==> src/rtl/pmu_event_pkg.sv <==
package pmu_event_pkg;
  // register bus shape
  localparam int ADDR_W = 8;
  localparam int DATA_W = 8;

  // register map
  localparam logic [7:0] PRIMARY_EVENT_FLAGS_ADDR = 8'h39;
  localparam logic [7:0] PRIMARY_EVENT_MASKS_ADDR = 8'h3a;
  localparam logic [7:0] PIN_EDGE_FLAGS_UPPER_ADDR = 8'h3b;
  localparam logic [7:0] PIN_EDGE_MASKS_UPPER_ADDR = 8'h3c;
  localparam logic [7:0] REGULATOR_FAIL_FLAGS_LOW_ADDR = 8'h3d;
  localparam logic [7:0] REGULATOR_FAIL_MASKS_LOW_ADDR = 8'h3e;

  // reset values (pin-edge masks come from one-time-programmed straps)
  localparam logic [7:0] FLAGS_RESET = 8'h00;
  localparam logic [7:0] MASKS_RESET = 8'hff;
  localparam logic [7:0] RDATA_IDLE = 8'h00;

  // primary event bit positions
  localparam int PIN1_FALL_BIT = 7;
  localparam int PIN1_RISE_BIT = 6;
  localparam int OVERTEMP_BIT = 5;
  localparam int HOLD_RISE_BIT = 4;
  localparam int LONG_PRESS_BIT = 3;
  localparam int BUTTON_BIT = 2;
  localparam int SUPPLY_MON_BIT = 1;
  localparam int HOLD_FALL_BIT = 0;

  // pin-edge layout: pin p (2..5) rises at bit 2*(p-2), falls one above
  localparam int FIRST_UPPER_PIN = 2;
  localparam int UPPER_PIN_COUNT = 4;
  localparam int PIN5_FALL_BIT = 7;
  localparam int PIN5_RISE_BIT = 6;

  // regulator failure layout: linear 4..1 at bits 7..4, buck 4..1 at 3..0
  localparam int LINREG_BASE_BIT = 4;
  localparam int BUCK_BASE_BIT = 0;
  localparam int LINREG4_FAIL_BIT = 7;
  localparam int REG_COUNT = 4;
endpackage : pmu_event_pkg

==> src/rtl/pmu_event_flag_mask_bank.sv <==
// Function
// - pin-1 edge interrupts follow their mask bits
// - overtemp mask blocks overtemp interrupt
// - hold rise mask blocks hold rise
// - hold fall mask blocks hold fall
// - long-press mask blocks long-press interrupt
// - button mask blocks button event interrupt
// - supply monitor mask blocks its interrupt
// - pin-5 falling edge sets bit 7
// - pin-5 rising edge sets bit 6
// - pin-4 edges set bits 5 and 4
// - pin-3 edges set bits 3 and 2
// - pin-2 edges set bits 1 and 0
// - writing one clears flag, zero keeps it
// - pin flag stays zero without edge
// - flag registers reset to zero
// - pin mask bit per flag, one masks
// - linreg4 power-good fall sets bit 7
// - disabled regulator never sets failure flag
// - linreg3 and linreg2 falls set bits 6,5
// - failure flag stays zero without qualifying fall
// - power-good levels come from regulator comparators
// - bits 4..0: linreg1, buck4..buck1
//
// The plain strobed port was left to the implementer.
`timescale 1ns/100ps
module pmu_event_flag_mask_bank
  import pmu_event_pkg::*;
(
  input wire logic clk,
  input wire logic rst,
  input wire logic [pmu_event_pkg::ADDR_W-1:0] addr,
  input wire logic [pmu_event_pkg::DATA_W-1:0] wdata,
  input wire logic wr,
  input wire logic rd,
  output logic [pmu_event_pkg::DATA_W-1:0] rdata,
  input wire logic [5:1] gp_pin_in,
  input wire logic power_hold_input,
  input wire logic button_press_evt,
  input wire logic button_long_press_evt,
  input wire logic overtemp_warn_evt,
  input wire logic supply_voltage_monitor,
  input wire logic [4:1] linreg_in_regulation,
  input wire logic [4:1] buck_in_regulation,
  input wire logic [4:1] linreg_enable,
  input wire logic [4:1] buck_enable,
  input wire logic [7:0] otp_pin_mask_default,
  output logic irq_req
);
  import pmu_event_pkg::*;

  logic [7:0] primary_event_flags_reg;
  logic [7:0] primary_event_masks_reg;
  logic [7:0] pin_edge_flags_upper_reg;
  logic [7:0] pin_edge_masks_upper_reg;
  logic [7:0] regulator_fail_flags_low_reg;
  logic [7:0] regulator_fail_masks_low_reg;
  logic [7:0] rdata_reg;
  logic irq_reg;

  // previous input samples for edge detection
  logic [5:1] pin_prev_reg;
  logic hold_prev_reg;
  logic monitor_prev_reg;
  logic [7:0] good_prev_reg;
  logic [7:0] enable_prev_reg;
  logic armed_reg;

  logic [7:0] primary_set;
  logic [7:0] pin_set;
  logic [7:0] fail_set;
  logic [7:0] good_now;
  logic [7:0] enable_now;
  logic wr_primary_flags;
  logic wr_pin_flags;
  logic wr_fail_flags;
  logic pending;

  // decoded write-one-to-clear strobes
  assign wr_primary_flags = wr && (addr == PRIMARY_EVENT_FLAGS_ADDR);
  assign wr_pin_flags = wr && (addr == PIN_EDGE_FLAGS_UPPER_ADDR);
  assign wr_fail_flags = wr && (addr == REGULATOR_FAIL_FLAGS_LOW_ADDR);

  // comparator outputs packed in flag order: linreg 4..1 then buck 4..1
  assign good_now = {linreg_in_regulation, buck_in_regulation};
  assign enable_now = {linreg_enable, buck_enable};

  // edge history; armed stays low one cycle after reset so that the
  // reset value of the history cannot fake an edge
  always_ff @(posedge clk) begin
    if (rst) begin
      pin_prev_reg <= 5'h00;
      hold_prev_reg <= 1'b0;
      monitor_prev_reg <= 1'b0;
      good_prev_reg <= 8'h00;
      enable_prev_reg <= 8'h00;
      armed_reg <= 1'b0;
    end else begin
      pin_prev_reg <= gp_pin_in;
      hold_prev_reg <= power_hold_input;
      monitor_prev_reg <= supply_voltage_monitor;
      good_prev_reg <= good_now;
      enable_prev_reg <= enable_now;
      armed_reg <= 1'b1;
    end
  end

  // primary events: pin 1 edges, hold edges, monitor fall, pulses
  always_comb begin
    primary_set = 8'h00;
    primary_set[PIN1_FALL_BIT] = armed_reg && pin_prev_reg[1] && !gp_pin_in[1];
    primary_set[PIN1_RISE_BIT] = armed_reg && !pin_prev_reg[1] && gp_pin_in[1];
    primary_set[OVERTEMP_BIT] = overtemp_warn_evt;
    primary_set[HOLD_RISE_BIT] = armed_reg && !hold_prev_reg && power_hold_input;
    primary_set[LONG_PRESS_BIT] = button_long_press_evt;
    primary_set[BUTTON_BIT] = button_press_evt;
    primary_set[SUPPLY_MON_BIT] = armed_reg && monitor_prev_reg && !supply_voltage_monitor;
    primary_set[HOLD_FALL_BIT] = armed_reg && hold_prev_reg && !power_hold_input;
  end

  // one edge detector pair per upper pin
  genvar g;
  generate
    for (g = 0; g < UPPER_PIN_COUNT; g++) begin : g_pin_edge
      assign pin_set[2*g] = armed_reg && !pin_prev_reg[g+FIRST_UPPER_PIN]
                            && gp_pin_in[g+FIRST_UPPER_PIN];
      assign pin_set[2*g+1] = armed_reg && pin_prev_reg[g+FIRST_UPPER_PIN]
                              && !gp_pin_in[g+FIRST_UPPER_PIN];
    end
  endgenerate

  // a fall counts only if the regulator was enabled before and after it,
  // so switching a regulator off never looks like a failure
  assign fail_set = armed_reg ? (good_prev_reg & ~good_now & enable_now & enable_prev_reg)
                              : 8'h00;

  // sticky flags: set wins over a clear in the same cycle
  always_ff @(posedge clk) begin
    if (rst) begin
      primary_event_flags_reg <= FLAGS_RESET;
    end else begin
      primary_event_flags_reg <= (primary_event_flags_reg
                                  & ~(wr_primary_flags ? wdata : 8'h00)) | primary_set;
    end
  end

  always_ff @(posedge clk) begin
    if (rst) begin
      pin_edge_flags_upper_reg <= FLAGS_RESET;
    end else begin
      pin_edge_flags_upper_reg <= (pin_edge_flags_upper_reg
                                   & ~(wr_pin_flags ? wdata : 8'h00)) | pin_set;
    end
  end

  always_ff @(posedge clk) begin
    if (rst) begin
      regulator_fail_flags_low_reg <= FLAGS_RESET;
    end else begin
      regulator_fail_flags_low_reg <= (regulator_fail_flags_low_reg
                                       & ~(wr_fail_flags ? wdata : 8'h00)) | fail_set;
    end
  end

  // masks: plain read/write; pin masks take their default from straps
  always_ff @(posedge clk) begin
    if (rst) begin
      primary_event_masks_reg <= MASKS_RESET;
    end else if (wr && addr == PRIMARY_EVENT_MASKS_ADDR) begin
      primary_event_masks_reg <= wdata;
    end
  end

  always_ff @(posedge clk) begin
    if (rst) begin
      pin_edge_masks_upper_reg <= otp_pin_mask_default;
    end else if (wr && addr == PIN_EDGE_MASKS_UPPER_ADDR) begin
      pin_edge_masks_upper_reg <= wdata;
    end
  end

  always_ff @(posedge clk) begin
    if (rst) begin
      regulator_fail_masks_low_reg <= MASKS_RESET;
    end else if (wr && addr == REGULATOR_FAIL_MASKS_LOW_ADDR) begin
      regulator_fail_masks_low_reg <= wdata;
    end
  end

  // a mask bit of one removes that flag from the request
  assign pending = |(primary_event_flags_reg & ~primary_event_masks_reg)
                   || |(pin_edge_flags_upper_reg & ~pin_edge_masks_upper_reg)
                   || |(regulator_fail_flags_low_reg & ~regulator_fail_masks_low_reg);

  // request is registered, one cycle behind the flags: glitch-free pin
  always_ff @(posedge clk) begin
    if (rst) begin
      irq_reg <= 1'b0;
    end else begin
      irq_reg <= pending;
    end
  end

  // read data stand only in the cycle after the strobe; unmapped reads zero
  always_ff @(posedge clk) begin
    if (rst || !rd) begin
      rdata_reg <= RDATA_IDLE;
    end else begin
      case (addr)
        PRIMARY_EVENT_FLAGS_ADDR: rdata_reg <= primary_event_flags_reg;
        PRIMARY_EVENT_MASKS_ADDR: rdata_reg <= primary_event_masks_reg;
        PIN_EDGE_FLAGS_UPPER_ADDR: rdata_reg <= pin_edge_flags_upper_reg;
        PIN_EDGE_MASKS_UPPER_ADDR: rdata_reg <= pin_edge_masks_upper_reg;
        REGULATOR_FAIL_FLAGS_LOW_ADDR: rdata_reg <= regulator_fail_flags_low_reg;
        REGULATOR_FAIL_MASKS_LOW_ADDR: rdata_reg <= regulator_fail_masks_low_reg;
        default: rdata_reg <= RDATA_IDLE;
      endcase
    end
  end

  assign rdata = rdata_reg;
  assign irq_req = irq_reg;

  // checks
  property p_pin5_fall;
    @(posedge clk) disable iff (rst)
    (armed_reg && pin_prev_reg[5] && !gp_pin_in[5]) |=> pin_edge_flags_upper_reg[PIN5_FALL_BIT];
  endproperty
  a_pin5_fall: assert property (p_pin5_fall) else $error("pin5 fall flag not set");

  property p_pin5_rise;
    @(posedge clk) disable iff (rst)
    (armed_reg && !pin_prev_reg[5] && gp_pin_in[5]) |=> pin_edge_flags_upper_reg[PIN5_RISE_BIT];
  endproperty
  a_pin5_rise: assert property (p_pin5_rise) else $error("pin5 rise flag not set");

  property p_w1c;
    @(posedge clk) disable iff (rst)
    (wr_pin_flags && pin_set == 8'h00)
      |=> pin_edge_flags_upper_reg == ($past(pin_edge_flags_upper_reg) & ~$past(wdata));
  endproperty
  a_w1c: assert property (p_w1c) else $error("write-one-to-clear misbehaved");

  property p_no_edge_stays_clear;
    @(posedge clk) disable iff (rst)
    (pin_edge_flags_upper_reg == 8'h00 && pin_set == 8'h00) |=> pin_edge_flags_upper_reg == 8'h00;
  endproperty
  a_no_edge_stays_clear: assert property (p_no_edge_stays_clear) else $error("pin flag rose");

  property p_reset_flags;
    @(posedge clk) rst |=> (pin_edge_flags_upper_reg == 8'h00
                            && regulator_fail_flags_low_reg == 8'h00 && !irq_reg);
  endproperty
  a_reset_flags: assert property (p_reset_flags) else $error("flags not cleared by reset");

  property p_disabled_no_fail;
    @(posedge clk) disable iff (rst)
    (!linreg_enable[4] && !regulator_fail_flags_low_reg[LINREG4_FAIL_BIT])
      |=> !regulator_fail_flags_low_reg[LINREG4_FAIL_BIT];
  endproperty
  a_disabled_no_fail: assert property (p_disabled_no_fail) else $error("disabled reg flagged");

  property p_linreg4_fall;
    @(posedge clk) disable iff (rst)
    (armed_reg && good_prev_reg[7] && !linreg_in_regulation[4] && linreg_enable[4]
     && enable_prev_reg[7]) |=> regulator_fail_flags_low_reg[LINREG4_FAIL_BIT];
  endproperty
  a_linreg4_fall: assert property (p_linreg4_fall) else $error("linreg4 fail not flagged");

  property p_irq_follows;
    @(posedge clk) disable iff (rst)
    ##1 irq_reg == $past(pending);
  endproperty
  a_irq_follows: assert property (p_irq_follows) else $error("request wrong");

  property p_all_masked_quiet;
    @(posedge clk) disable iff (rst)
    (primary_event_masks_reg == 8'hff && pin_edge_masks_upper_reg == 8'hff
     && regulator_fail_masks_low_reg == 8'hff) |=> !irq_reg;
  endproperty
  a_all_masked_quiet: assert property (p_all_masked_quiet) else $error("masked request");

  property p_hold_rise_unmasked;
    @(posedge clk) disable iff (rst)
    (primary_event_flags_reg[HOLD_RISE_BIT] && !primary_event_masks_reg[HOLD_RISE_BIT])
      |=> irq_reg;
  endproperty
  a_hold_rise_unmasked: assert property (p_hold_rise_unmasked) else $error("no request");

  property p_read_data;
    @(posedge clk) disable iff (rst)
    (rd && addr == REGULATOR_FAIL_FLAGS_LOW_ADDR)
      |=> rdata == $past(regulator_fail_flags_low_reg) ##1 (rdata == 8'h00 || $past(rd));
  endproperty
  a_read_data: assert property (p_read_data) else $error("read data wrong");

  // per-event capture: sampled events (one edge per pin, the pulses, monitor and hold falls, linreg3) must land in their own flag bits
  property p_pin1_rise;
    @(posedge clk) disable iff (rst)
    (armed_reg && !pin_prev_reg[1] && gp_pin_in[1]) |=> primary_event_flags_reg[PIN1_RISE_BIT];
  endproperty
  a_pin1_rise: assert property (p_pin1_rise) else $error("pin1 rise flag not set");

  property p_pin4_rise;
    @(posedge clk) disable iff (rst)
    (armed_reg && !pin_prev_reg[4] && gp_pin_in[4]) |=> pin_edge_flags_upper_reg[4];
  endproperty
  a_pin4_rise: assert property (p_pin4_rise) else $error("pin4 rise flag not set");

  property p_pin3_fall;
    @(posedge clk) disable iff (rst)
    (armed_reg && pin_prev_reg[3] && !gp_pin_in[3]) |=> pin_edge_flags_upper_reg[3];
  endproperty
  a_pin3_fall: assert property (p_pin3_fall) else $error("pin3 fall flag not set");

  property p_pin2_rise;
    @(posedge clk) disable iff (rst)
    (armed_reg && !pin_prev_reg[2] && gp_pin_in[2]) |=> pin_edge_flags_upper_reg[0];
  endproperty
  a_pin2_rise: assert property (p_pin2_rise) else $error("pin2 rise flag not set");

  property p_overtemp_set;
    @(posedge clk) disable iff (rst)
    overtemp_warn_evt |=> primary_event_flags_reg[OVERTEMP_BIT];
  endproperty
  a_overtemp_set: assert property (p_overtemp_set) else $error("overtemp flag not set");

  property p_long_press_set;
    @(posedge clk) disable iff (rst)
    button_long_press_evt |=> primary_event_flags_reg[LONG_PRESS_BIT];
  endproperty
  a_long_press_set: assert property (p_long_press_set) else $error("long press not set");

  property p_button_set;
    @(posedge clk) disable iff (rst)
    button_press_evt |=> primary_event_flags_reg[BUTTON_BIT];
  endproperty
  a_button_set: assert property (p_button_set) else $error("button flag not set");

  property p_monitor_fall_set;
    @(posedge clk) disable iff (rst)
    (armed_reg && monitor_prev_reg && !supply_voltage_monitor)
      |=> primary_event_flags_reg[SUPPLY_MON_BIT];
  endproperty
  a_monitor_fall_set: assert property (p_monitor_fall_set) else $error("monitor not set");

  property p_hold_fall_set;
    @(posedge clk) disable iff (rst)
    (armed_reg && hold_prev_reg && !power_hold_input)
      |=> primary_event_flags_reg[HOLD_FALL_BIT];
  endproperty
  a_hold_fall_set: assert property (p_hold_fall_set) else $error("hold fall not set");

  property p_linreg3_fall;
    @(posedge clk) disable iff (rst)
    (armed_reg && good_prev_reg[6] && !good_now[6] && enable_now[6] && enable_prev_reg[6])
      |=> regulator_fail_flags_low_reg[6];
  endproperty
  a_linreg3_fall: assert property (p_linreg3_fall) else $error("linreg3 fail not set");

  property p_fail_stays_clear;
    @(posedge clk) disable iff (rst)
    (regulator_fail_flags_low_reg == 8'h00 && fail_set == 8'h00)
      |=> regulator_fail_flags_low_reg == 8'h00;
  endproperty
  a_fail_stays_clear: assert property (p_fail_stays_clear) else $error("fail flag rose");

  property p_irq_quiet;
    @(posedge clk) disable iff (rst)
    !pending |=> !irq_reg;
  endproperty
  a_irq_quiet: assert property (p_irq_quiet) else $error("request without flag");

  property p_reset_pin_masks;
    @(posedge clk) rst |=> pin_edge_masks_upper_reg == $past(otp_pin_mask_default);
  endproperty
  a_reset_pin_masks: assert property (p_reset_pin_masks) else $error("strap not loaded");
endmodule : pmu_event_flag_mask_bank

==> config.mk <==
export PLATFORM = sky130hd
export DESIGN_NAME = pmu_event_flag_mask_bank
export DESIGN_NICKNAME = d
export VERILOG_FILES = /design/src/rtl/pmu_event_pkg.sv /design/src/rtl/pmu_event_flag_mask_bank.sv
export SDC_FILE = /design/constraint.sdc
export NUM_CORES = 1
export LEC_CHECK = 0
export BUFFER_PORTS_ARGS = -buffer_cell sky130_fd_sc_hd__clkbuf_2
export CAP_MARGIN = 20
export CORE_MARGIN = 1.5
export CORE_UTILIZATION = 50
export DETAILED_ROUTE_END_ITERATION = 10
export GPL_TIMING_DRIVEN = 0
export PLACE_DENSITY = 0.69
export SYNTH_ARGS = -nofsm -noshare
export SYNTH_HDL_FRONTEND = slang
export SYNTH_SLANG_ARGS = --single-unit
==> constraint.sdc <==
create_clock -name clk -period 4 [get_ports clk]
set_clock_uncertainty 0.1 [all_clocks]
set_input_delay 0.2 -clock clk [delete_from_list [all_inputs] [get_ports clk]]
set_output_delay 0.2 -clock clk [all_outputs]
set_load 0.05 [all_outputs]
==> summary by stage <==
Clock network
The longest clock path from root to sink contains 2 buffers. The clock-pin slew on the worst setup and hold paths is 90 ps. The insertion delay to the later sink of the worst-skew pair is 360 ps.

The TritonCTS buffer count is 9. CTS placed an instance of sky130_fd_sc_hd__clkbuf_8 at the clock tree root. The CTS tree is built. The clock tree synthesis step divided the H-tree into 3 levels. The number of clock sinks is 81.

STA
The final count of hold timing violations is 0. In this run the tightest slew margin relative to its limit is 50.5%. For this run, the top clock speed supported by timing is 0.516 GHz. At the pin with the least slew margin, the transition time is 740 ps. Setup repair after global routing left no endpoint under its margin. The post-route clock period utilization is 48.4%. The number of pins exceeding their max-slew limit in the final report is 0. Counting I/O delays and the setup requirement, the final critical path takes 1940 ps. Setup violations remaining at the end of the flow were counted as 0. Setup total negative slack on the finished layout was measured at 0 ps.

Drt
The total via count after detailed routing is 3,331. The number of search-and-repair iterations in the first detailed-routing pass is 5. Using the TritonRoute via totals, the vias-per-cell ratio works out to 5.75. The post-detailed-routing wire length is 11,000 um. In this run, the number of DRC markers left after iteration 0 of detailed routing was 266. In the final routed layout, each cell accounts on average for 18.9 um. In the routed design, unresolved DRC markers number 0. The count of antenna-violating nets left after detailed routing is 0.

Place
The final estimated routing congestion in global placement is 1.02. The half-perimeter wire length of the detailed placement result is 7910 um. The quantity of I/O buffers inserted on ports is 60.

Synth
Yosys instantiated no cell more often than sky130_fd_sc_hd__dfxtp_1. The number of distinct standard cells referenced by the synthesized netlist is 44. The total number of yosys warnings is 0. Summed over all instances, the cell type with the most area after synthesis is sky130_fd_sc_hd__dfxtp_1. The cell count after synthesis came out at 380. The portion of synthesized area spent on multiplexers is 5.39%. The synthesized netlist devotes 0% of its cell area to XOR and XNOR gates. The top-area cell type share of the netlist area is 40.3%. The synthesized flop and latch total is 81. After synthesis, the cell types taking the most area are sky130_fd_sc_hd__dfxtp_1 40%, sky130_fd_sc_hd__edfxtp_1 6.6%, sky130_fd_sc_hd__a21oi_1 6.2%. The part of the Yosys area used for sequential elements is 47.0%. The synthesized-area fraction occupied by adder cells is 0%. The synthesized netlist devotes 17.2% of its cell area to compound gates. The number of nets in the synthesized netlist is 434.

Summing the areas of all and, or, nand and nor instances in the mapped netlist gives 21.9% of the synthesized area. The commonest cells after synthesis are 73 x sky130_fd_sc_hd__dfxtp_1, 45 x sky130_fd_sc_hd__a21oi_1, 28 x sky130_fd_sc_hd__nor2b_1. Yosys mapped a number of flops with a built-in enable equal to 8. Counting flops with an async set or reset pin after synthesis yields a share of 0%.

The most used flip-flop cell after synthesis is sky130_fd_sc_hd__dfxtp_1. A synthesized cell averages 9.53 um2. The combinational family with the most area after synthesis is simple AND/OR/NAND/NOR gates. The cell area after synthesis is 3620 um2.

Die
The core region is 6910 um2. In this run the count of I/O pins placed on the die edge is 63. After floorplanning, the core was divided into 30 placement rows. In this run the vertical extent of the chip is 88.1 um. The floorplan die area is 7760 um2. The die boundary width is 88.1 um. The effective utilization at floorplan is 52.4%.

Global routing
The total routing usage reported by global routing is 29.8%. The first global-routing pass estimated 16,800 um of wire. Entering global routing, the biggest net connects 15 pins. Global routing finished with a remaining overflow of 0. The number of antenna violations at the first check in global routing is 0. The number of global-route vias before repair is 3,133.

Critical path
At the worst endpoint, the arrival time is 1910 ps. The number of buffers and inverters on the critical path is 3. The register-to-register path setup slack is 2710 ps. The worst setup path is launched from a primary input. For the worst flop-to-flop path, the logic depth is 3. The maximum fanout count along the critical path is 10. The worst setup path category is primary input to flop. The slowest stage of the critical path belongs to the cell sky130_fd_sc_hd__o21ai_0. The startpoint of the lowest-slack register-to-register path is armed_reg$_DFF_P_. The endpoint type of the worst setup path is a flop. Data on the critical path is required at its endpoint by 3970 ps.

Traced cell by cell, the critical path runs through clkbuf_2 > and4bb_2 > nand3_1 > clkbuf_2 > o21ai_0 > buf_4. The cell depth of the worst setup path is 6. The cell that appears most often on the critical path is sky130_fd_sc_hd__clkbuf_2. The dominant delay contributor by cell family on the critical path is buffers and inverters.

For this run, the slowest stage of the critical path takes 520 ps. In this run the worst setup path begins at addr[6].

Hold path
The number of instances on the worst hold path is 2. The class of the worst hold path is primary input to flop. The hold path startpoint is otp_pin_mask_default[7].

Run status
The flow ran to the end, and the final reports show no timing, DRC or antenna violations.

Power and ir drop
The design draws 1.73 mW. The largest vdd supply drop is 266 uV. Dividing total power by cell area gives a power density of 383 nW/um2. For this design the static power due to leakage is 1.75 nW.

Layout
At the end of the flow, the number of nets in the layout was 532. The number of antenna repair diodes is 0. The post-route netlist has 25.7% of its cells at a drive strength greater than 1. Relative to the synthesized area, the layout overhead comes to 25.0%.

Job
The tool flagged a number of max-cap violations equal to 0.
metal layers:
metal / share of wire, % / GRT usage, %
met5: 0 / 0
met4: 4.2 / 15.1
met1: 43 / 40.1
met3: 7.4 / 5.94
met2: 45 / 45.5
path summary, 6_finish.rpt:
| kind | endpoint |
|---|---|
| worst max-delay path | pin_edge_masks_upper_reg[6]$_DFFE_PP_ |
| worst min-delay path | pin_edge_masks_upper_reg[7]$_DFFE_PP_ |
| worst max register to register | pin_edge_flags_upper_reg[5]$_SDFF_PP0_ |
| worst min register to register | regulator_fail_flags_low_reg[6]$_SDFF_PP0_ |
power breakdown:
part           switching (mW)  internal [mW]  total, mW  leakage (nW)
sequential             0.0191          0.852      0.871         0.677
combinational           0.105         0.0913      0.196         0.971
clock                   0.313          0.355      0.668         0.107
placed cells by master, fill, tap and decap left out, drive strengths merged, types with 3 or more instances in the layout:
cell type	instances
clkbuf	77
o21ai	17
o22a	3
inv	28
a22o	4
a21oi	45
nand2	11
nor2b	28
nand3b	14
a22oi	4
mux2	12
nor2	15
a221oi	4
a41o	8
and2b	8
nand4	9
buf	20
and4b	3
nor3	19
nand3	10
dfxtp	73
mux2i	6
nor4	3
o22ai	12
dlygate4sd3	26
edfxtp	8
worst reg2reg max path: stages (launching register included):
cell and delay [ps]:
sky130_fd_sc_hd__dfxtp_1 400, sky130_fd_sc_hd__clkbuf_1 410, sky130_fd_sc_hd__nand3b_1 150, sky130_fd_sc_hd__a21oi_1 160
area by class of cell:
cell class,instances,area [um2]
Multi-Input combinational cell,247,1610
Timing Repair Buffer,87,568
Buffer,26,211
Clock buffer,10,128
Inverter,26,97.6
Clock inverter,6,90.1
Tap cell,96,120
Sequential cell,81,1700
Fill cell,629,2380
through the flow:
stage | utilization [%] | instances | setup WS (ps) | cell area [um2] | hold WS (ps)
5_1_grt | 65.6 | 579 | 1970 | 4530 | 31.4
6_report | 65.6 | 579 | 2060 | 4530 | 42.6
3_5_place_dp | 58.6 | 537 | 1730 | 4050 | 328
4_1_cts | 65.6 | 579 | 2110 | 4530 | 32.4
2_1_floorplan | - | 380 | 2040 | 3620 | 228
3_3_place_gp | 58.5 | 536 | 1310 | 4040 | 321
what timing repair did:
item                      CTS  global route
hold buffers               26             0
gates resized for setup     0             0
setup buffers               0             0
hold endpoints to repair   31             0
kinds of logic (layout without fill, tap and decap cells):
| family | Yosys count | after routing |
|---|---|---|
| compound gates | 101 | 101 |
| simple gates | 128 | 128 |
| mux | 18 | 18 |
| buf+inv | 52 | 155 |
| flops | 81 | 81 |
Power figures use the tool's default switching activity.
